### config.mk
export PLATFORM = sky130hd
export DESIGN_NAME = stm_timer
export DESIGN_NICKNAME = d
export VERILOG_FILES = /design/src/shared/stm_pkg.sv /design/src/rtl/stm_timer.sv
export SDC_FILE = /design/constraint.sdc
export NUM_CORES = 1
export LEC_CHECK = 0
export BUFFER_PORTS_ARGS = -buffer_cell sky130_fd_sc_hd__buf_4
export CELL_PAD_IN_SITES_DETAIL_PLACEMENT = 0
export CELL_PAD_IN_SITES_GLOBAL_PLACEMENT = 1
export CORE_MARGIN = 1
export CORE_UTILIZATION = 42
export CTS_BUF_LIST = sky130_fd_sc_hd__clkbuf_16
export CTS_CLUSTER_SIZE = 10
export DETAILED_ROUTE_END_ITERATION = 8
export HOLD_SLACK_MARGIN = 0.15
export PLACE_DENSITY = 0.86
export REMOVE_ABC_BUFFERS = 1
export SLEW_MARGIN = 0
export SYNTH_ARGS = -nofsm -noshare
export SYNTH_HDL_FRONTEND = slang
export SYNTH_SLANG_ARGS = --single-unit
### constraint.sdc
create_clock -name clk -period 3.05 [get_ports clk]
set_input_delay 0.305 -clock clk [delete_from_list [all_inputs] [get_ports clk]]
set_output_delay 0.305 -clock clk [all_outputs]
set_load 0.02 [all_outputs]
### src/shared/stm_pkg.sv
package stm_pkg;

    // ------------------------------------------------------------
    // Register offsets
    // ------------------------------------------------------------
    localparam logic [2:0] STM_OFS_CTRL0     = 3'h0;
    localparam logic [2:0] STM_OFS_CTRL1     = 3'h1;
    localparam logic [2:0] STM_OFS_CNT_LOW   = 3'h2;
    localparam logic [2:0] STM_OFS_CNT_HIGH  = 3'h3;
    localparam logic [2:0] STM_OFS_CMPA_LOW  = 3'h4;
    localparam logic [2:0] STM_OFS_CMPA_HIGH = 3'h5;
    localparam logic [2:0] STM_OFS_CMPP      = 3'h6;
    localparam logic [2:0] STM_OFS_FLAGS     = 3'h7;

    // ------------------------------------------------------------
    // Field positions
    // ------------------------------------------------------------
    localparam int STM_C0_PAUSE   = 7;
    localparam int STM_C0_CKS_LSB = 4;
    localparam int STM_C0_ON      = 3;
    localparam int STM_C0_TEN     = 0;
    localparam int STM_FL_A       = 0;
    localparam int STM_FL_P       = 1;

    // ------------------------------------------------------------
    // Reset values
    // ------------------------------------------------------------
    localparam logic [7:0]  STM_RST_BYTE  = 8'h00;
    localparam logic [15:0] STM_RST_COUNT = 16'h0000;

    // ------------------------------------------------------------
    // Divider counts and span constants
    // ------------------------------------------------------------
    localparam logic [5:0]  STM_DIV4_MASK  = 6'h03;
    localparam logic [5:0]  STM_DIV16_MASK = 6'h0F;
    localparam logic [5:0]  STM_DIV64_MASK = 6'h3F;
    localparam logic [16:0] STM_SPAN_FULL  = 17'h10000;
    localparam logic [16:0] STM_SPAN_TEN   = 17'h00400;

    // ------------------------------------------------------------
    // Modes, output functions, clock sources
    // ------------------------------------------------------------
    typedef enum logic [1:0] {
        STM_MODE_CMP   = 2'h0,
        STM_MODE_CAP   = 2'h1,
        STM_MODE_PWM   = 2'h2,
        STM_MODE_TIMER = 2'h3
    } stm_mode_t;

    typedef enum logic [1:0] {
        STM_IO_NONE = 2'h0,
        STM_IO_LOW  = 2'h1,
        STM_IO_HIGH = 2'h2,
        STM_IO_TOG  = 2'h3
    } stm_io_t;

    typedef enum logic [2:0] {
        STM_CK_DIV4  = 3'h0,
        STM_CK_SYS   = 3'h1,
        STM_CK_DIV16 = 3'h2,
        STM_CK_DIV64 = 3'h3,
        STM_CK_TBC   = 3'h4,
        STM_CK_NONE  = 3'h5,
        STM_CK_RISE  = 3'h6,
        STM_CK_FALL  = 3'h7
    } stm_cks_t;

    typedef struct packed {
        stm_mode_t  mode;
        stm_io_t    out_func;
        logic       output_control;
        logic       output_polarity;
        logic       period_duty_select;
        logic       clear_select;
    } stm_ctrl1_t;

endpackage : stm_pkg

### src/rtl/stm_timer.sv
// The address-and-strobe port and the register addresses were left to the implementer.
`timescale 1ns/1ps

// Notes on behaviour
// - Read-only high byte returns counter bits 15..8, zero after reset.
// - Compare-A is 16 bits, written as low and high bytes, zero at reset.
// - Compare-P is 8 bits, matched only against counter upper byte.
// - Clear-select low: compare-P match clears the counter.
// - Mode 00 selects compare-match output operation.
// - Compare mode, clear-select low: clear on P match or overflow; both flags.
// - Clear-select high: clear on A match, only the A flag raised.
// - Compare mode: pin changes only on A match, P match leaves it.
// - A match drives pin high, low or toggles; field zero no change.
// - Timer-on rising sets pin to the output-control initial level.
// - Mode 11 behaves as compare mode, flags included, pin left free.
// - PWM ignores clear-select; period/duty select picks period register.
// - PWM raises a flag on each A match and each P match.
// - PWM: output-control sets active level, function forces level, polarity inverts.
// - Ten-bit variant: period 128 times 3-bit P, zero gives 1024, duty A.
// - Duty at or above period keeps output active all period.
// - Period/duty select set: A sets period, P sets duty.
// - Compare output function: 00 none, 01 low, 10 high, 11 toggle.
// - Timer-on rising clears counter; falling freezes it.
// - Select 0: P period, A duty; select 1 swaps roles.
module stm_timer (
    input  wire logic       clk,
    input  wire logic       rst,
    input  wire logic [2:0] reg_addr,
    input  wire logic [7:0] reg_wdata,
    input  wire logic       reg_write,
    input  wire logic       reg_read,
    output logic      [7:0] reg_rdata,
    input  wire logic       tbc_tick,
    input  wire logic       ext_clk_in,
    output logic            tm_out,
    output logic            tm_out_en,
    output logic            compare_a_flag,
    output logic            compare_p_flag
);

    // ------------------------------------------------------------
    // Helper functions
    // ------------------------------------------------------------
    function automatic logic [16:0] p_span(input logic [7:0] p, input logic ten);
        logic [16:0] s;
        s = 17'h00000;
        if (ten)
        begin
            s = (p[2:0] == 3'h0) ? stm_pkg::STM_SPAN_TEN : {7'h00, p[2:0], 7'h00};
        end
        else
        begin
            s = (p == 8'h00) ? stm_pkg::STM_SPAN_FULL : {1'b0, p, 8'h00};
        end
        return s;
    endfunction : p_span

    function automatic logic [16:0] a_span(input logic [15:0] a, input logic ten);
        return ten ? {7'h00, a[9:0]} : {1'b0, a};
    endfunction : a_span

    // ------------------------------------------------------------
    // Registers
    // ------------------------------------------------------------
    logic                pause_q;
    logic [2:0]          cks_q;
    logic                timer_on_q;
    logic                ten_q;
    stm_pkg::stm_ctrl1_t ctrl1_q;
    logic [15:0]         compare_a_value_q;
    logic [7:0]          compare_p_value_q;
    logic [15:0]         count_q;
    logic                on_prev_q;
    logic                ext_prev_q;
    logic [5:0]          div_q;
    logic                cmp_level_q;

    logic                wr_c0;
    logic                clr_a;
    logic                clr_p;
    logic                tick;
    logic                on_rise;
    logic [16:0]         inc;
    logic [16:0]         span_p;
    logic [16:0]         span_a;
    logic                match_p;
    logic                match_a;
    logic                run;
    logic                is_pwm;
    logic                clear_cnt;
    logic                ev_a;
    logic                ev_p;
    logic                pwm_active;
    logic                out_d;

    assign wr_c0 = reg_write && (reg_addr == stm_pkg::STM_OFS_CTRL0);
    assign clr_a = reg_write && (reg_addr == stm_pkg::STM_OFS_FLAGS)
                   && reg_wdata[stm_pkg::STM_FL_A];
    assign clr_p = reg_write && (reg_addr == stm_pkg::STM_OFS_FLAGS)
                   && reg_wdata[stm_pkg::STM_FL_P];

    always_ff @(posedge clk)
    begin
        if (rst)
        begin
            pause_q    <= 1'b0;
            cks_q      <= 3'h0;
            timer_on_q <= 1'b0;
            ten_q      <= 1'b0;
        end
        else if (wr_c0)
        begin
            pause_q    <= reg_wdata[stm_pkg::STM_C0_PAUSE];
            cks_q      <= reg_wdata[stm_pkg::STM_C0_CKS_LSB +: 3];
            timer_on_q <= reg_wdata[stm_pkg::STM_C0_ON];
            ten_q      <= reg_wdata[stm_pkg::STM_C0_TEN];
        end
    end

    always_ff @(posedge clk)
    begin
        if (rst)
        begin
            ctrl1_q <= stm_pkg::stm_ctrl1_t'(stm_pkg::STM_RST_BYTE);
        end
        else if (reg_write && (reg_addr == stm_pkg::STM_OFS_CTRL1))
        begin
            ctrl1_q <= stm_pkg::stm_ctrl1_t'(reg_wdata);
        end
    end

    always_ff @(posedge clk)
    begin
        if (rst)
        begin
            compare_a_value_q <= {stm_pkg::STM_RST_BYTE, stm_pkg::STM_RST_BYTE};
            compare_p_value_q <= stm_pkg::STM_RST_BYTE;
        end
        else if (reg_write)
        begin
            if (reg_addr == stm_pkg::STM_OFS_CMPA_LOW)
            begin
                compare_a_value_q[7:0] <= reg_wdata;
            end
            if (reg_addr == stm_pkg::STM_OFS_CMPA_HIGH)
            begin
                compare_a_value_q[15:8] <= reg_wdata;
            end
            if (reg_addr == stm_pkg::STM_OFS_CMPP)
            begin
                compare_p_value_q <= reg_wdata;
            end
        end
    end

    // ------------------------------------------------------------
    // Timer clock selection
    // ------------------------------------------------------------
    always_ff @(posedge clk)
    begin
        if (rst)
        begin
            div_q      <= 6'h00;
            ext_prev_q <= 1'b0;
        end
        else
        begin
            div_q      <= div_q + 6'h01;
            ext_prev_q <= ext_clk_in;
        end
    end

    always_comb
    begin
        unique case (stm_pkg::stm_cks_t'(cks_q))
            stm_pkg::STM_CK_DIV4:  tick = (div_q[1:0] == stm_pkg::STM_DIV4_MASK[1:0]);
            stm_pkg::STM_CK_SYS:   tick = 1'b1;
            stm_pkg::STM_CK_DIV16: tick = (div_q[3:0] == stm_pkg::STM_DIV16_MASK[3:0]);
            stm_pkg::STM_CK_DIV64: tick = (div_q == stm_pkg::STM_DIV64_MASK);
            stm_pkg::STM_CK_TBC:   tick = tbc_tick;
            stm_pkg::STM_CK_NONE:  tick = 1'b0;
            stm_pkg::STM_CK_RISE:  tick = ext_clk_in && !ext_prev_q;
            stm_pkg::STM_CK_FALL:  tick = !ext_clk_in && ext_prev_q;
        endcase
    end

    // ------------------------------------------------------------
    // Comparators and counter
    // ------------------------------------------------------------
    assign on_rise = timer_on_q && !on_prev_q;
    assign inc     = {1'b0, count_q} + 17'h00001;
    assign span_p  = p_span(compare_p_value_q, ten_q);
    assign span_a  = a_span(compare_a_value_q, ten_q);
    assign match_p = (inc == span_p);
    assign match_a = (inc == span_a);
    assign is_pwm  = (ctrl1_q.mode == stm_pkg::STM_MODE_PWM);
    assign run     = timer_on_q && !pause_q && tick && !on_rise;

    always_comb
    begin
        clear_cnt = 1'b0;
        ev_a      = 1'b0;
        ev_p      = 1'b0;
        if (run)
        begin
            if (is_pwm)
            begin
                ev_a      = match_a;
                ev_p      = match_p;
                clear_cnt = ctrl1_q.period_duty_select ? match_a : match_p;
            end
            else if (ctrl1_q.clear_select)
            begin
                ev_a      = match_a;
                clear_cnt = match_a;
            end
            else
            begin
                ev_a      = match_a;
                ev_p      = match_p;
                clear_cnt = match_p;
            end
        end
    end

    always_ff @(posedge clk)
    begin
        if (rst)
        begin
            count_q   <= stm_pkg::STM_RST_COUNT;
            on_prev_q <= 1'b0;
        end
        else
        begin
            on_prev_q <= timer_on_q;
            if (on_rise)
            begin
                count_q <= stm_pkg::STM_RST_COUNT;
            end
            else if (run)
            begin
                count_q <= clear_cnt ? stm_pkg::STM_RST_COUNT : inc[15:0];
            end
        end
    end

    // ------------------------------------------------------------
    // Interrupt request flags
    // ------------------------------------------------------------
    always_ff @(posedge clk)
    begin
        if (rst)
        begin
            compare_a_flag <= 1'b0;
            compare_p_flag <= 1'b0;
        end
        else
        begin
            compare_a_flag <= ev_a || (compare_a_flag && !clr_a);
            compare_p_flag <= ev_p || (compare_p_flag && !clr_p);
        end
    end

    // ------------------------------------------------------------
    // Output pin
    // ------------------------------------------------------------
    always_ff @(posedge clk)
    begin
        if (rst)
        begin
            cmp_level_q <= 1'b0;
        end
        else if (on_rise)
        begin
            cmp_level_q <= ctrl1_q.output_control;
        end
        else if (ev_a && !is_pwm)
        begin
            unique case (ctrl1_q.out_func)
                stm_pkg::STM_IO_NONE: cmp_level_q <= cmp_level_q;
                stm_pkg::STM_IO_LOW:  cmp_level_q <= 1'b0;
                stm_pkg::STM_IO_HIGH: cmp_level_q <= 1'b1;
                stm_pkg::STM_IO_TOG:  cmp_level_q <= !cmp_level_q;
            endcase
        end
    end

    always_comb
    begin
        pwm_active = 1'b0;
        unique case (ctrl1_q.out_func)
            stm_pkg::STM_IO_NONE: pwm_active = 1'b0;
            stm_pkg::STM_IO_LOW:  pwm_active = 1'b1;
            stm_pkg::STM_IO_HIGH: pwm_active = ({1'b0, count_q} <
                                   (ctrl1_q.period_duty_select ? span_p : span_a));
            stm_pkg::STM_IO_TOG:  pwm_active = 1'b0;
        endcase
        if (is_pwm)
        begin
            out_d = (pwm_active ? ctrl1_q.output_control : !ctrl1_q.output_control)
                    ^ ctrl1_q.output_polarity;
        end
        else
        begin
            out_d = cmp_level_q ^ ctrl1_q.output_polarity;
        end
    end

    always_ff @(posedge clk)
    begin
        if (rst)
        begin
            tm_out    <= 1'b0;
            tm_out_en <= 1'b0;
        end
        else
        begin
            tm_out    <= (ctrl1_q.mode == stm_pkg::STM_MODE_TIMER) ? 1'b0 : out_d;
            tm_out_en <= (ctrl1_q.mode == stm_pkg::STM_MODE_CMP) || is_pwm;
        end
    end

    // ------------------------------------------------------------
    // Read port
    // ------------------------------------------------------------
    always_ff @(posedge clk)
    begin
        if (rst)
        begin
            reg_rdata <= stm_pkg::STM_RST_BYTE;
        end
        else if (reg_read)
        begin
            unique case (reg_addr)
                stm_pkg::STM_OFS_CTRL0:     reg_rdata <= {pause_q, cks_q, timer_on_q, 2'h0, ten_q};
                stm_pkg::STM_OFS_CTRL1:     reg_rdata <= ctrl1_q;
                stm_pkg::STM_OFS_CNT_LOW:   reg_rdata <= count_q[7:0];
                stm_pkg::STM_OFS_CNT_HIGH:  reg_rdata <= count_q[15:8];
                stm_pkg::STM_OFS_CMPA_LOW:  reg_rdata <= compare_a_value_q[7:0];
                stm_pkg::STM_OFS_CMPA_HIGH: reg_rdata <= compare_a_value_q[15:8];
                stm_pkg::STM_OFS_CMPP:      reg_rdata <= compare_p_value_q;
                stm_pkg::STM_OFS_FLAGS:     reg_rdata <= {6'h00, compare_p_flag, compare_a_flag};
            endcase
        end
        else
        begin
            reg_rdata <= stm_pkg::STM_RST_BYTE;
        end
    end

endmodule : stm_timer

==> results of run 1 <==
-- cell families (layout without fill, tap and decap cells) --
kind of cell    Yosys count  after routing  synth area share
compound gates          164            164             0.203
fa+ha+maj                21             21            0.0483
simple gates            287            287             0.279
xor+xnor                 38             38            0.0840
flops                    75             75             0.276
mux                      30             30            0.0566
buf+inv                  65             96            0.0534
-- stage by stage --
stage          instance area, um2  utilization
5_1_grt                      6220        0.493
3_3_place_gp                 5890        0.467
2_1_floorplan                5210            -
4_1_cts                      6200        0.491
3_5_place_dp                 5890        0.467
6_report                     6220        0.493
-- synthesized netlist by cell type, types with 13 or more instances --
master	count
and3_1	13
o21ai_0	23
nand4_1	14
nor2_1	47
nor2b_1	15
clkbuf_1	27
xnor2_1	21
ha_1	21
dfxtp_1	75
nand2_1	110
inv_1	17
nand3_1	14
a21oi_1	62
mux2i_1	24
-- cell usage in the layout (no fill, tap or decap), types with 4 or more instances in the layout --
| cell | count |
|---|---|
| nand3b_1 | 4 |
| mux2i_1 | 24 |
| a21oi_1 | 62 |
| a22oi_1 | 6 |
| nand2b_1 | 10 |
| mux2_2 | 5 |
| nand2_1 | 110 |
| nor2_1 | 47 |
| nand4_1 | 14 |
| o22ai_1 | 4 |
| nand3_1 | 14 |
| o21ai_1 | 6 |
| inv_1 | 18 |
| o21ai_0 | 23 |
| xnor3_1 | 9 |
| xor2_1 | 8 |
| clkbuf_16 | 9 |
| a211oi_1 | 4 |
| or2_2 | 5 |
| or3_1 | 6 |
| a22oi_2 | 6 |
| xnor2_1 | 21 |
| nor2b_1 | 15 |
| nor4_1 | 8 |
| ha_1 | 21 |
| o211ai_1 | 5 |
| o31ai_2 | 6 |
| nor3_1 | 10 |
| a31oi_1 | 8 |
| buf_4 | 62 |
| o31ai_1 | 4 |
| and4_1 | 4 |
| and2_1 | 4 |
| dfxtp_1 | 75 |
| and3_1 | 13 |
-- final timing paths --
path | depth (start not counted) | end | startpoint
worst min register to register | 1 | div_q[0]$_SDFF_PP0_ | div_q[0]$_SDFF_PP0_
worst max register to register | 11 | count_q[2]$_SDFFE_PP0P_ | count_q[0]$_SDFFE_PP0P_
worst min-delay path | 2 | ext_prev_q$_SDFF_PP0_ | ext_clk_in
worst max-delay path | 11 | count_q[2]$_SDFFE_PP0P_ | count_q[0]$_SDFFE_PP0P_
-- state kept, by name, indices dropped and copies added (netlist names) --
register / cells
cks_q: 3
cmp_level_q: 1
compare_a_flag: 1
compare_a_value_q: 16
compare_p_flag: 1
compare_p_value_q: 8
count_q: 16
ctrl1_q: 8
div_q: 6
ext_prev_q: 1
on_prev_q: 1
pause_q: 1
reg_rdata: 8
ten_q: 1
timer_on_q: 1
tm_out: 1
tm_out_en: 1
-- layout make-up --
| cell class | count | area share |
|---|---|---|
| well taps | 172 | 0.0346 |
| clock buffers | 9 | 0.0362 |
| inverters | 18 | 0.0109 |
| repair buffers | 62 | 0.0748 |
| multi-input cells | 540 | 0.590 |
| flip-flops and latches | 75 | 0.241 |
| clock inverters | 7 | 0.0121 |
-- layer usage --
metal	wire length, um	up-vias	global-route usage
li1	-	2498	-
met1	7690	2439	0.354
met2	8020	169	0.441
met3	890	25	0.0345
met4	303	0	0.0863
met5	0	-	0
-- where the power goes --
part / total, mW / switching [mW] / internal [mW]
Clock: 1.10 / 0.461 / 0.640
Combinational: 0.207 / 0.130 / 0.0774
Sequential: 1.02 / 0.0208 / 0.997
Total: 2.33 / 0.611 / 1.71
-- timing repair --
| item | CTS | global route |
|---|---|---|
| pin swaps | 0 | 2 |
| setup endpoints to repair | 1 | 16 |
| gates resized for setup | 1 | 5 |
| buffers inserted | 0 | 0 |
==> results.md, run 1 <==
- Outcome: finished, final reports clean
- Family with the most delay on the worst path: compound AO/OA/AOI/OAI gates
- Starting Density: 0.431
- Fin. Hold Viols: 0
- Clk_lat worst skew: 0.35 ns
- Largest area contributor in the netlist: dfxtp_1
- Yosys cell types: slightly below 80
- Max-cap violations: 0
- TNS Setup: 0 ns
- Critical path's most frequent cell: buf_4
- Final ANT Viol Nets: 0
- Chip height: 116 um
- Layout cells sized above 1: 0.166
- Vias in the first global route: 4889
- CP Cell Sequence: ha_1 -> nand4_1 -> buf_4 -> or2_1 -> a21oi_1 -> nand4bb_1 -> a2111oi_2 -> a32oi_2 -> buf_4 -> a32oi_1 -> o21ai_1
- Final Critical Period: around 2.9 ns
- Num CTS Buffers: 9
- DR pass1 iterations: 5
- Ports: 29
- CTS tree: yes
- WP buf/inv: 2
- Setup WS post-layout: ~0.12 ns
- CTS Sinks: 75
- Yosys reg bits: 75
- Root buf cell: clkbuf_16
- Power Dens Cells: between 300 and 400 mW/mm2
- First-pass GRT wire length: 26600 um
- Pins Over Slew Limit: 0
- Fillers: 1264
- CP Class: reg -> reg
- Crit-path slowest cell: a2111oi_2
- Core area: between 0.01 and 0.015 mm2
- Deepest clock path buffer count: 2
- GRT Total Usage: 0.265
- Crit path required time: 3.27 ns
- Synth Area per Inst: 7.99 um2
- WL/cell: 19.1 um
- Via count: 5131
- CP arrival: roughly 3.2 ns
- Largest net degree at the start of global routing: 54
- Row count: 41
- # diodes: 0
- Final non-filler cell total: 883
- H-tree levels: 3
- Nets: 744
- Startpoint Class: register
- Slew of the pin with the lowest slew margin: ~1.2 ns
- Primary FF master, synth: dfxtp_1
- Sequential cell area: 0.00150 mm2
- Reg-to-reg slack, setup: 0.12 ns
- Crit. End Element: register
- Vias per cell: 5.81
- Total of warnings raised by yosys: 0
- Count of flip-flops with a built-in enable after synthesis: 0
- Gr ovfl total: 0
- Worst VDD drop: 0.332 mV
- Post-Syn Area: between 0.005 and 0.006 mm2
- Top post-synthesis cells by area: dfxtp_1 28%, nand2_1 7.6%, a21oi_1 5.7%
- Area of the multi-input gates: around 0.0037 mm2
- P_leak: about 2.3 nW
- Setup Viol. Count Final: 0
- Area growth syn-to-layout: 14.5%
- Hold buffer count at CTS: 0
- Syn Inst Count: between 600 and 700
- # DRC: 0
- Max incr delay on CP: 0.44 ns
- Cells after DPL: between 800 and 900
- Final Cycle Share: 0.960
- Worst slack at placement: 0.00964 ns
- Iter 0 DRT Violations: 361
- Worst hold slack: 0.188 ns
- Yosys top cell area share: 0.276
- Slew headroom: 0.192
- Peak Freq: between 0.3 and 0.4 GHz
- Crit path max fanout: 12
- Initial antenna violation count: 0
- Die area: around 0.013 mm2
- Post-Route WL: ~17000 um
- Post-DP HPWL: 12600 um
- Clock Skew: 0.00811 ns
- Tot Pwr: 2.33 mW
- PortBufs: 28
- Seq/Total Area, Yosys: 0.276
- Die W: 116 um
- HP Class: in -> reg
- Routability congestion estimate: 0.946
- Clk pin slew, worst setup/hold paths: 0.06 ns
- Fraction of registers with async set/reset: 0
Power figures use the tool's default switching activity.
==> run 2: changes to the inputs <==
GPL_TIMING_DRIVEN = 0   (was not set)
==> run 2 against run 1 <==
Compared with the run above: routed wire length fell by 0.86%; count of clock-buffer cells in the layout did not move; utilization rose by 1.3 points; global-route usage fell by 0.70 points; via count rose by 1.9%.
==> results.md, run 2 (synthesis gave the netlist of run 1 again) <==
- Outcome: finished, final reports clean (unchanged)
- Sw Pwr: 642 uW (was 611 uW)
- Final non-filler cell total: 875 (was 883)
- CP Class: reg -> reg (unchanged)
- # diodes: 0 (unchanged)
- Startpoint Class: register (unchanged)
- Largest net degree at the start of global routing: 54 (unchanged)
- Chip height: 116 um (unchanged)
- Area of the multi-input gates: 0.00378 mm2 (was 0.00367 mm2)
- Post-Route WL: 16800 um (was 16900 um)
- Num CTS Buffers: 9 (unchanged)
- Family with the most delay on the worst path: simple AND/OR/NAND/NOR gates (was compound AO/OA/AOI/OAI gates)
- Seq pwr share: 0.415 (was 0.438)
- Final Cycle Share: 0.956 (was 0.960)
- Via count: 5226 (was 5131)
- Root buf cell: clkbuf_16 (unchanged)
- RSZ-0062 raised after global routing: false
- Routability congestion estimate: 0.948 (was 0.946)
- Ports: 29 (unchanged)
- Area growth syn-to-layout: 17.5% (was 14.5%)
- PortBufs: 28 (unchanged)
- DR pass1 iterations: 8 (was 5)
- Global Route met3 Usage: 0.0518 (was 0.0345)
- Post-DP HPWL: 11500 um (was 12600 um)
- Final Critical Period: 2.92 ns (was 2.93 ns)
- Fin. Hold Viols: 0 (unchanged)
- Peak Freq: 0.343 GHz (was 0.342 GHz)
- Layout cells sized above 1: 0.199 (was 0.166)
- Core area: 0.0126 mm2 (unchanged)
- HP Class: in -> reg (unchanged)
- CP arrival: 3.15 ns (about the same)
- Worst VDD drop: 0.548 mV (was 0.332 mV)
- CTS Sinks: 75 (unchanged)
- Gr busiest metal: met2 (unchanged)
- Met1 Usage GRT: 0.341 (was 0.354)
- Final ANT Viol Nets: 0 (unchanged)
- Fillers: 1213 (was 1264)
- Slew of the pin with the lowest slew margin: 1.22 ns (was 1.21 ns)
- P_leak: 2.27 nW (was 2.28 nW)
- Commonest non-fill, non-tap cell in the layout: nand2_1 (unchanged)
- Nets: 736 (was 744)
- First-pass GRT wire length: 25800 um (was 26600 um)
- Max-cap violations: 0 (unchanged)
- Crit path max fanout: 10 (was 12)
- Post-layout util: 0.506 (was 0.493)
- Starting Density: 0.431 (unchanged)
- TNS Setup: 0 ns (unchanged)
- Met2 usage: 0.412 (was 0.441)
- Iter 0 DRT Violations: 306 (was 361)
- Comb pwr share: 0.086 (was 0.089)
- Power Dens Cells: 382 mW/mm2 (was 374 mW/mm2)
- Internal power: 1.80 mW (was 1.71 mW)
- Clock share of power: 0.499 (was 0.473)
- WL/cell: 19.1 um (about the same)
- GRT Total Usage: 0.258 (was 0.265)
- Die W: 116 um (unchanged)
- CP Cell Sequence: nand4_4 -> buf_4 -> nor4_4 -> buf_4 -> xnor2_1 -> or4b_4 -> a31oi_2 -> a32oi_4 -> buf_6 -> a32oi_1 -> o21ai_1 (was ha_1 -> nand4_1 -> buf_4 -> or2_1 -> a21oi_1 -> nand4bb_1 -> a2111oi_2 -> a32oi_2 -> buf_4 -> a32oi_1 -> o21ai_1)
- # DRC: 0 (unchanged)
- Critical path's most frequent cell: buf_4 (unchanged)
- Crit. End Element: register (unchanged)
- WP buf/inv: 3 (was 2)
- Sequential cell area: 0.00155 mm2 (was 0.00150 mm2)
- Sw Ratio: 0.263 (about the same)
- Pins Over Slew Limit: 0 (unchanged)
- Slew headroom: 0.183 (was 0.192)
- Die area: 0.0134 mm2 (unchanged)
- CTS tree: yes (unchanged)
- Initial antenna violation count: 0 (unchanged)
- Max incr delay on CP: 0.55 ns (was 0.44 ns)
- Setup Viol. Count Final: 0 (unchanged)
- Clk pin slew, worst setup/hold paths: 0.06 ns (about the same)
- Vias per cell: 5.97 (was 5.81)
- Clock Skew: 0.00903 ns (was 0.00811 ns)
- Worst hold slack: 0.185 ns (was 0.188 ns)
- Cells after DPL: 833 (was 867)
- Gr ovfl total: 0 (unchanged)
- Most frequent cells in the layout: 110 x nand2_1, 61 x a21oi_1, 58 x dfxtp_1 (was 110 x nand2_1, 75 x dfxtp_1, 62 x a21oi_1, 62 x buf_4, 47 x nor2_1)
- Row count: 41 (unchanged)
- Crit path required time: 3.28 ns (was 3.27 ns)
- Clk_lat worst skew: 0.35 ns (about the same)
- H-tree levels: 3 (unchanged)
- Top flop regs: compare_a_value_q (16), count_q (16) (unchanged)
- Crit-path slowest cell: or4b_4 (was a2111oi_2)
- Deepest clock path buffer count: 2 (unchanged)
- Vias in the first global route: 4797 (was 4889)
## run 2: cell count changes in the layout (fill, tap and decap cells not counted), moves of 2 or more
cell	change
buf_12	+2
buf_4	-13
buf_6	+3
dfxtp_1	-17
dfxtp_2	+7
dfxtp_4	+10
inv_1	-2
inv_8	+2
nor4_1	-2
## run 2: metrics by stage
step | setup WS, ns | power (mW) | cell area (um2)
after floorplan | -0.361 | 1.14 | 5210
after global placement | -1.42 | 1.23 | 5640
after detailed placement | -1.46 | 1.24 | 5640
after CTS | 0.00304 | 2.45 | 6210
after global routing | 0.00423 | 2.52 | 6390
final | 0.133 | 2.44 | 6390
## run 2: power by group through the flow
stage / registers [mW] / logic (mW) / clock network [mW]
after floorplan: 1.04 / 0.106 / 0
after detailed placement: 1.04 / 0.196 / 0
after global routing: 1.01 / 0.228 / 1.27
after CTS: 1.02 / 0.202 / 1.23
final: 1.01 / 0.210 / 1.22
after global placement: 1.04 / 0.192 / 0
## run 2: timing repair
item | 4_1_cts | 5_1_grt
gates resized for setup | 31 | 23
hold buffers | 0 | 0
setup endpoints to repair | 20 | 18
buffers inserted | 17 | 9
hold endpoints to repair | 0 | 0
pin swaps | 6 | 8
## run 2: final timing paths
path,startpoint,end,slack (ns),cells past startpoint
max,count_q[7]$_SDFFE_PP0P_,count_q[2]$_SDFFE_PP0P_,0.13,11
max reg2reg,count_q[7]$_SDFFE_PP0P_,count_q[2]$_SDFFE_PP0P_,0.13,11
min reg2reg,div_q[0]$_SDFF_PP0_,div_q[0]$_SDFF_PP0_,0.44,1
min,ext_clk_in,ext_prev_q$_SDFF_PP0_,0.19,2
## run 2: cell type report
cell class | count | area share
clock buffers | 9 | 0.0353
clock inverters | 7 | 0.0165
inverters | 18 | 0.0112
multi-input cells | 540 | 0.592
flip-flops and latches | 75 | 0.242
well taps | 172 | 0.0337
repair buffers | 54 | 0.0691
## run 2: metal layers
| metal | vias up | part of all wire |
|---|---|---|
| li1 | 2472 | - |
| met5 | - | 0 |
| met1 | 2488 | 0.43 |
| met4 | 0 | 0.024 |
| met3 | 35 | 0.077 |
| met2 | 231 | 0.47 |
==> run 3: changes to the inputs <==
--- a/config.mk
+++ b/config.mk
@@ -15,3 +15,2 @@
 export DETAILED_ROUTE_END_ITERATION = 8
-export GPL_TIMING_DRIVEN = 0
 export HOLD_SLACK_MARGIN = 0.15
==> constraint.sdc (replaced) <==
create_clock -name clk -period 3.05 [get_ports clk]
set_input_delay 0.61 -clock clk [delete_from_list [all_inputs] [get_ports clk]]
set_output_delay 0.61 -clock clk [all_outputs]
set_load 0.02 [all_outputs]
==> run 3 against run 2 <==
Compared with the run above: worst setup slack worse by 0.039 ns; utilization down 0.30 points; first-iteration DRC count increased by 40%; via count increased by 0.38%; routed wire length is 4.6% higher; critical path type unchanged; largest cell class unchanged.
==> results.md, run 3 (synthesis gave the netlist of run 1 again) <==
- Slew headroom: 0.280 (was 0.183)
- Chip height: 116 um (unchanged)
- Final ANT Viol Nets: 0 (unchanged)
- Starting Density: 0.431 (unchanged)
- CP Cell Sequence: buf_4 -> a21bo_2 -> a2111o_1 -> a2111oi_2 -> o2111ai_2 -> nor4_1 -> a32oi_2 -> buf_6 -> a32oi_1 -> o21ai_1 (was nand4_4 -> buf_4 -> nor4_4 -> buf_4 -> xnor2_1 -> or4b_4 -> a31oi_2 -> a32oi_4 -> buf_6 -> a32oi_1 -> o21ai_1)
- Clock share of power: 0.475 (was 0.499)
- Family with the most delay on the worst path: compound AO/OA/AOI/OAI gates (was simple AND/OR/NAND/NOR gates)
- Die area: 0.0134 mm2 (unchanged)
- H-tree levels: 3 (unchanged)
- Deepest clock path buffer count: 2 (unchanged)
- Met1 Usage GRT: 0.353 (was 0.341)
- Crit. End Element: register (unchanged)
- Initial antenna violation count: 0 (unchanged)
- Vias in the first global route: 5033 (was 4797)
- WP buf/inv: 2 (was 3)
- Nets: 754 (was 736)
- GRT Total Usage: 0.275 (was 0.258)
- Cells after DPL: 876 (was 833)
- Setup Viol. Count Final: 0 (unchanged)
- Area growth syn-to-layout: 16.8% (was 17.5%)
- Core area: 0.0126 mm2 (unchanged)
- CP Class: reg -> reg (unchanged)
- Final non-filler cell total: 893 (was 875)
- Worst hold slack: 0.448 ns (was 0.185 ns)
- Crit path max fanout: 12 (was 10)
- Top flop regs: compare_a_value_q (16), count_q (16) (unchanged)
- CTS Sinks: 75 (unchanged)
- Met2 usage: 0.448 (was 0.412)
- Clk_lat worst skew: 0.35 ns (about the same)
- # DRC: 0 (unchanged)
- P_leak: 2.33 nW (was 2.27 nW)
- Tot Pwr: 2.36 mW (was 2.44 mW)
- Layout cells sized above 1: 0.184 (was 0.199)
- Num CTS Buffers: 9 (unchanged)
- Root buf cell: clkbuf_16 (unchanged)
- Crit-path slowest cell: a2111oi_2 (was or4b_4)
- Final Critical Period: 2.96 ns (was 2.92 ns)
- # diodes: 0 (unchanged)
- Final Cycle Share: 0.969 (was 0.956)
- Outcome: finished, final reports clean (unchanged)
- Largest net degree at the start of global routing: 54 (unchanged)
- Startpoint Class: register (unchanged)
- Routability congestion estimate: 0.945 (was 0.948)
- First-pass GRT wire length: 27400 um (was 25800 um)
- HP Class: reg -> reg (was in -> reg)
- Internal power: 1.73 mW (was 1.80 mW)
- Sw Pwr: 628 uW (was 642 uW)
- Max incr delay on CP: 0.46 ns (was 0.55 ns)
- CP arrival: 3.19 ns (was 3.15 ns)
- Post-DP HPWL: 13100 um (was 11500 um)
- Row count: 41 (unchanged)
- Pins Over Slew Limit: 0 (unchanged)
- Comb pwr share: 0.093 (was 0.086)
- Sw Ratio: 0.267 (was 0.263)
- Worst VDD drop: 0.362 mV (was 0.548 mV)
- Power Dens Cells: 371 mW/mm2 (was 382 mW/mm2)
- Slew of the pin with the lowest slew margin: 1.07 ns (was 1.22 ns)
- Seq pwr share: 0.432 (was 0.415)
- Vias per cell: 5.87 (was 5.97)
- Ports: 29 (unchanged)
- Fin. Hold Viols: 0 (unchanged)
- Gr busiest metal: met2 (unchanged)
- Crit path required time: 3.28 ns (about the same)
- WL/cell: 19.6 um (was 19.1 um)
- Hold buffer count at CTS: 0 (unchanged)
- Via count: 5246 (was 5226)
- RSZ-0062 raised after global routing: true (was false)
- DR pass1 iterations: 5 (was 8)
- Iter 0 DRT Violations: 429 (was 306)
- Peak Freq: 0.338 GHz (was 0.343 GHz)
- Post-Route WL: 17500 um (was 16800 um)
- PortBufs: 28 (unchanged)
- Die W: 116 um (unchanged)
- CTS tree: yes (unchanged)
- Gr ovfl total: 0 (unchanged)
- Clock Skew: 0.00710 ns (was 0.00903 ns)
- Max-cap violations: 0 (unchanged)
- Clk pin slew, worst setup/hold paths: 0.06 ns (about the same)
- Most frequent cells in the layout: 110 x nand2_1, 75 x dfxtp_1, 71 x buf_4 (was 110 x nand2_1, 61 x a21oi_1, 58 x dfxtp_1)
- Reg-to-reg slack, setup: 0.09 ns (was 0.13 ns)
- Fillers: 1272 (was 1213)
- Commonest non-fill, non-tap cell in the layout: nand2_1 (unchanged)
- Global Route met3 Usage: 0.0471 (was 0.0518)
-- run 3: cell types whose count changed in the layout (fill, tap and decap cells not counted), moves of 2 or more --
cell,delta
buf_4,+22
dfxtp_2,-7
buf_12,-2
buf_6,-2
dfxtp_4,-10
nor4_1,+2
dfxtp_1,+17
-- run 3: path summary, 6_finish.rpt --
kind / depth (start not counted) / from / end
max: 10 / count_q[7]$_SDFFE_PP0P_ / count_q[2]$_SDFFE_PP0P_
max reg2reg: 10 / count_q[7]$_SDFFE_PP0P_ / count_q[2]$_SDFFE_PP0P_
min reg2reg: 1 / div_q[0]$_SDFF_PP0_ / div_q[0]$_SDFF_PP0_
min: 1 / div_q[0]$_SDFF_PP0_ / div_q[0]$_SDFF_PP0_
-- run 3: layer usage --
layer,wire [um],part of all wire
met5,0,0
met2,8190,0.47
met1,7620,0.43
met4,724,0.041
met3,996,0.057
-- run 3: power groups by stage --
stage                     registers (mW)  logic, mW  clock network (mW)
after floorplan                     1.04      0.106                   0
after global placement              1.04      0.208                   0
after detailed placement            1.04      0.211                   0
after CTS                           1.02      0.213                1.13
after global routing                1.02      0.236                1.17
final                               1.02      0.219                1.12
-- run 3: repair_timing --
action | CTS | global route
setup endpoints to repair | 10 | 17
pin swaps | 0 | 3
buffers inserted | 0 | 1
gates resized for setup | 1 | 12
-- run 3: per-stage QoR --
stage / utilization / worst slack, ns / area (um2) / TNS [ns]
finish: 0.503 / 0.0941 / 6350 / 0
global route: 0.503 / -0.00259 / 6350 / -0.00321
CTS: 0.497 / 0.00423 / 6270 / 0
detailed placement: 0.472 / -0.0661 / 5960 / -0.237
global placement: 0.472 / 0.0889 / 5960 / 0
floorplan: - / -0.361 / 5210 / -4.01
-- run 3: layout make-up --
| cell class | count | area (um2) | area share |
|---|---|---|---|
| Inverter | 18 | 67.6 | 0.0106 |
| Sequential cell | 75 | 1500 | 0.236 |
| Timing Repair Buffer | 72 | 544 | 0.0857 |
| Multi-Input combinational cell | 540 | 3710 | 0.585 |
| Tap cell | 172 | 215 | 0.0339 |
| Clock inverter | 7 | 81.3 | 0.0128 |
| Clock buffer | 9 | 225 | 0.0355 |
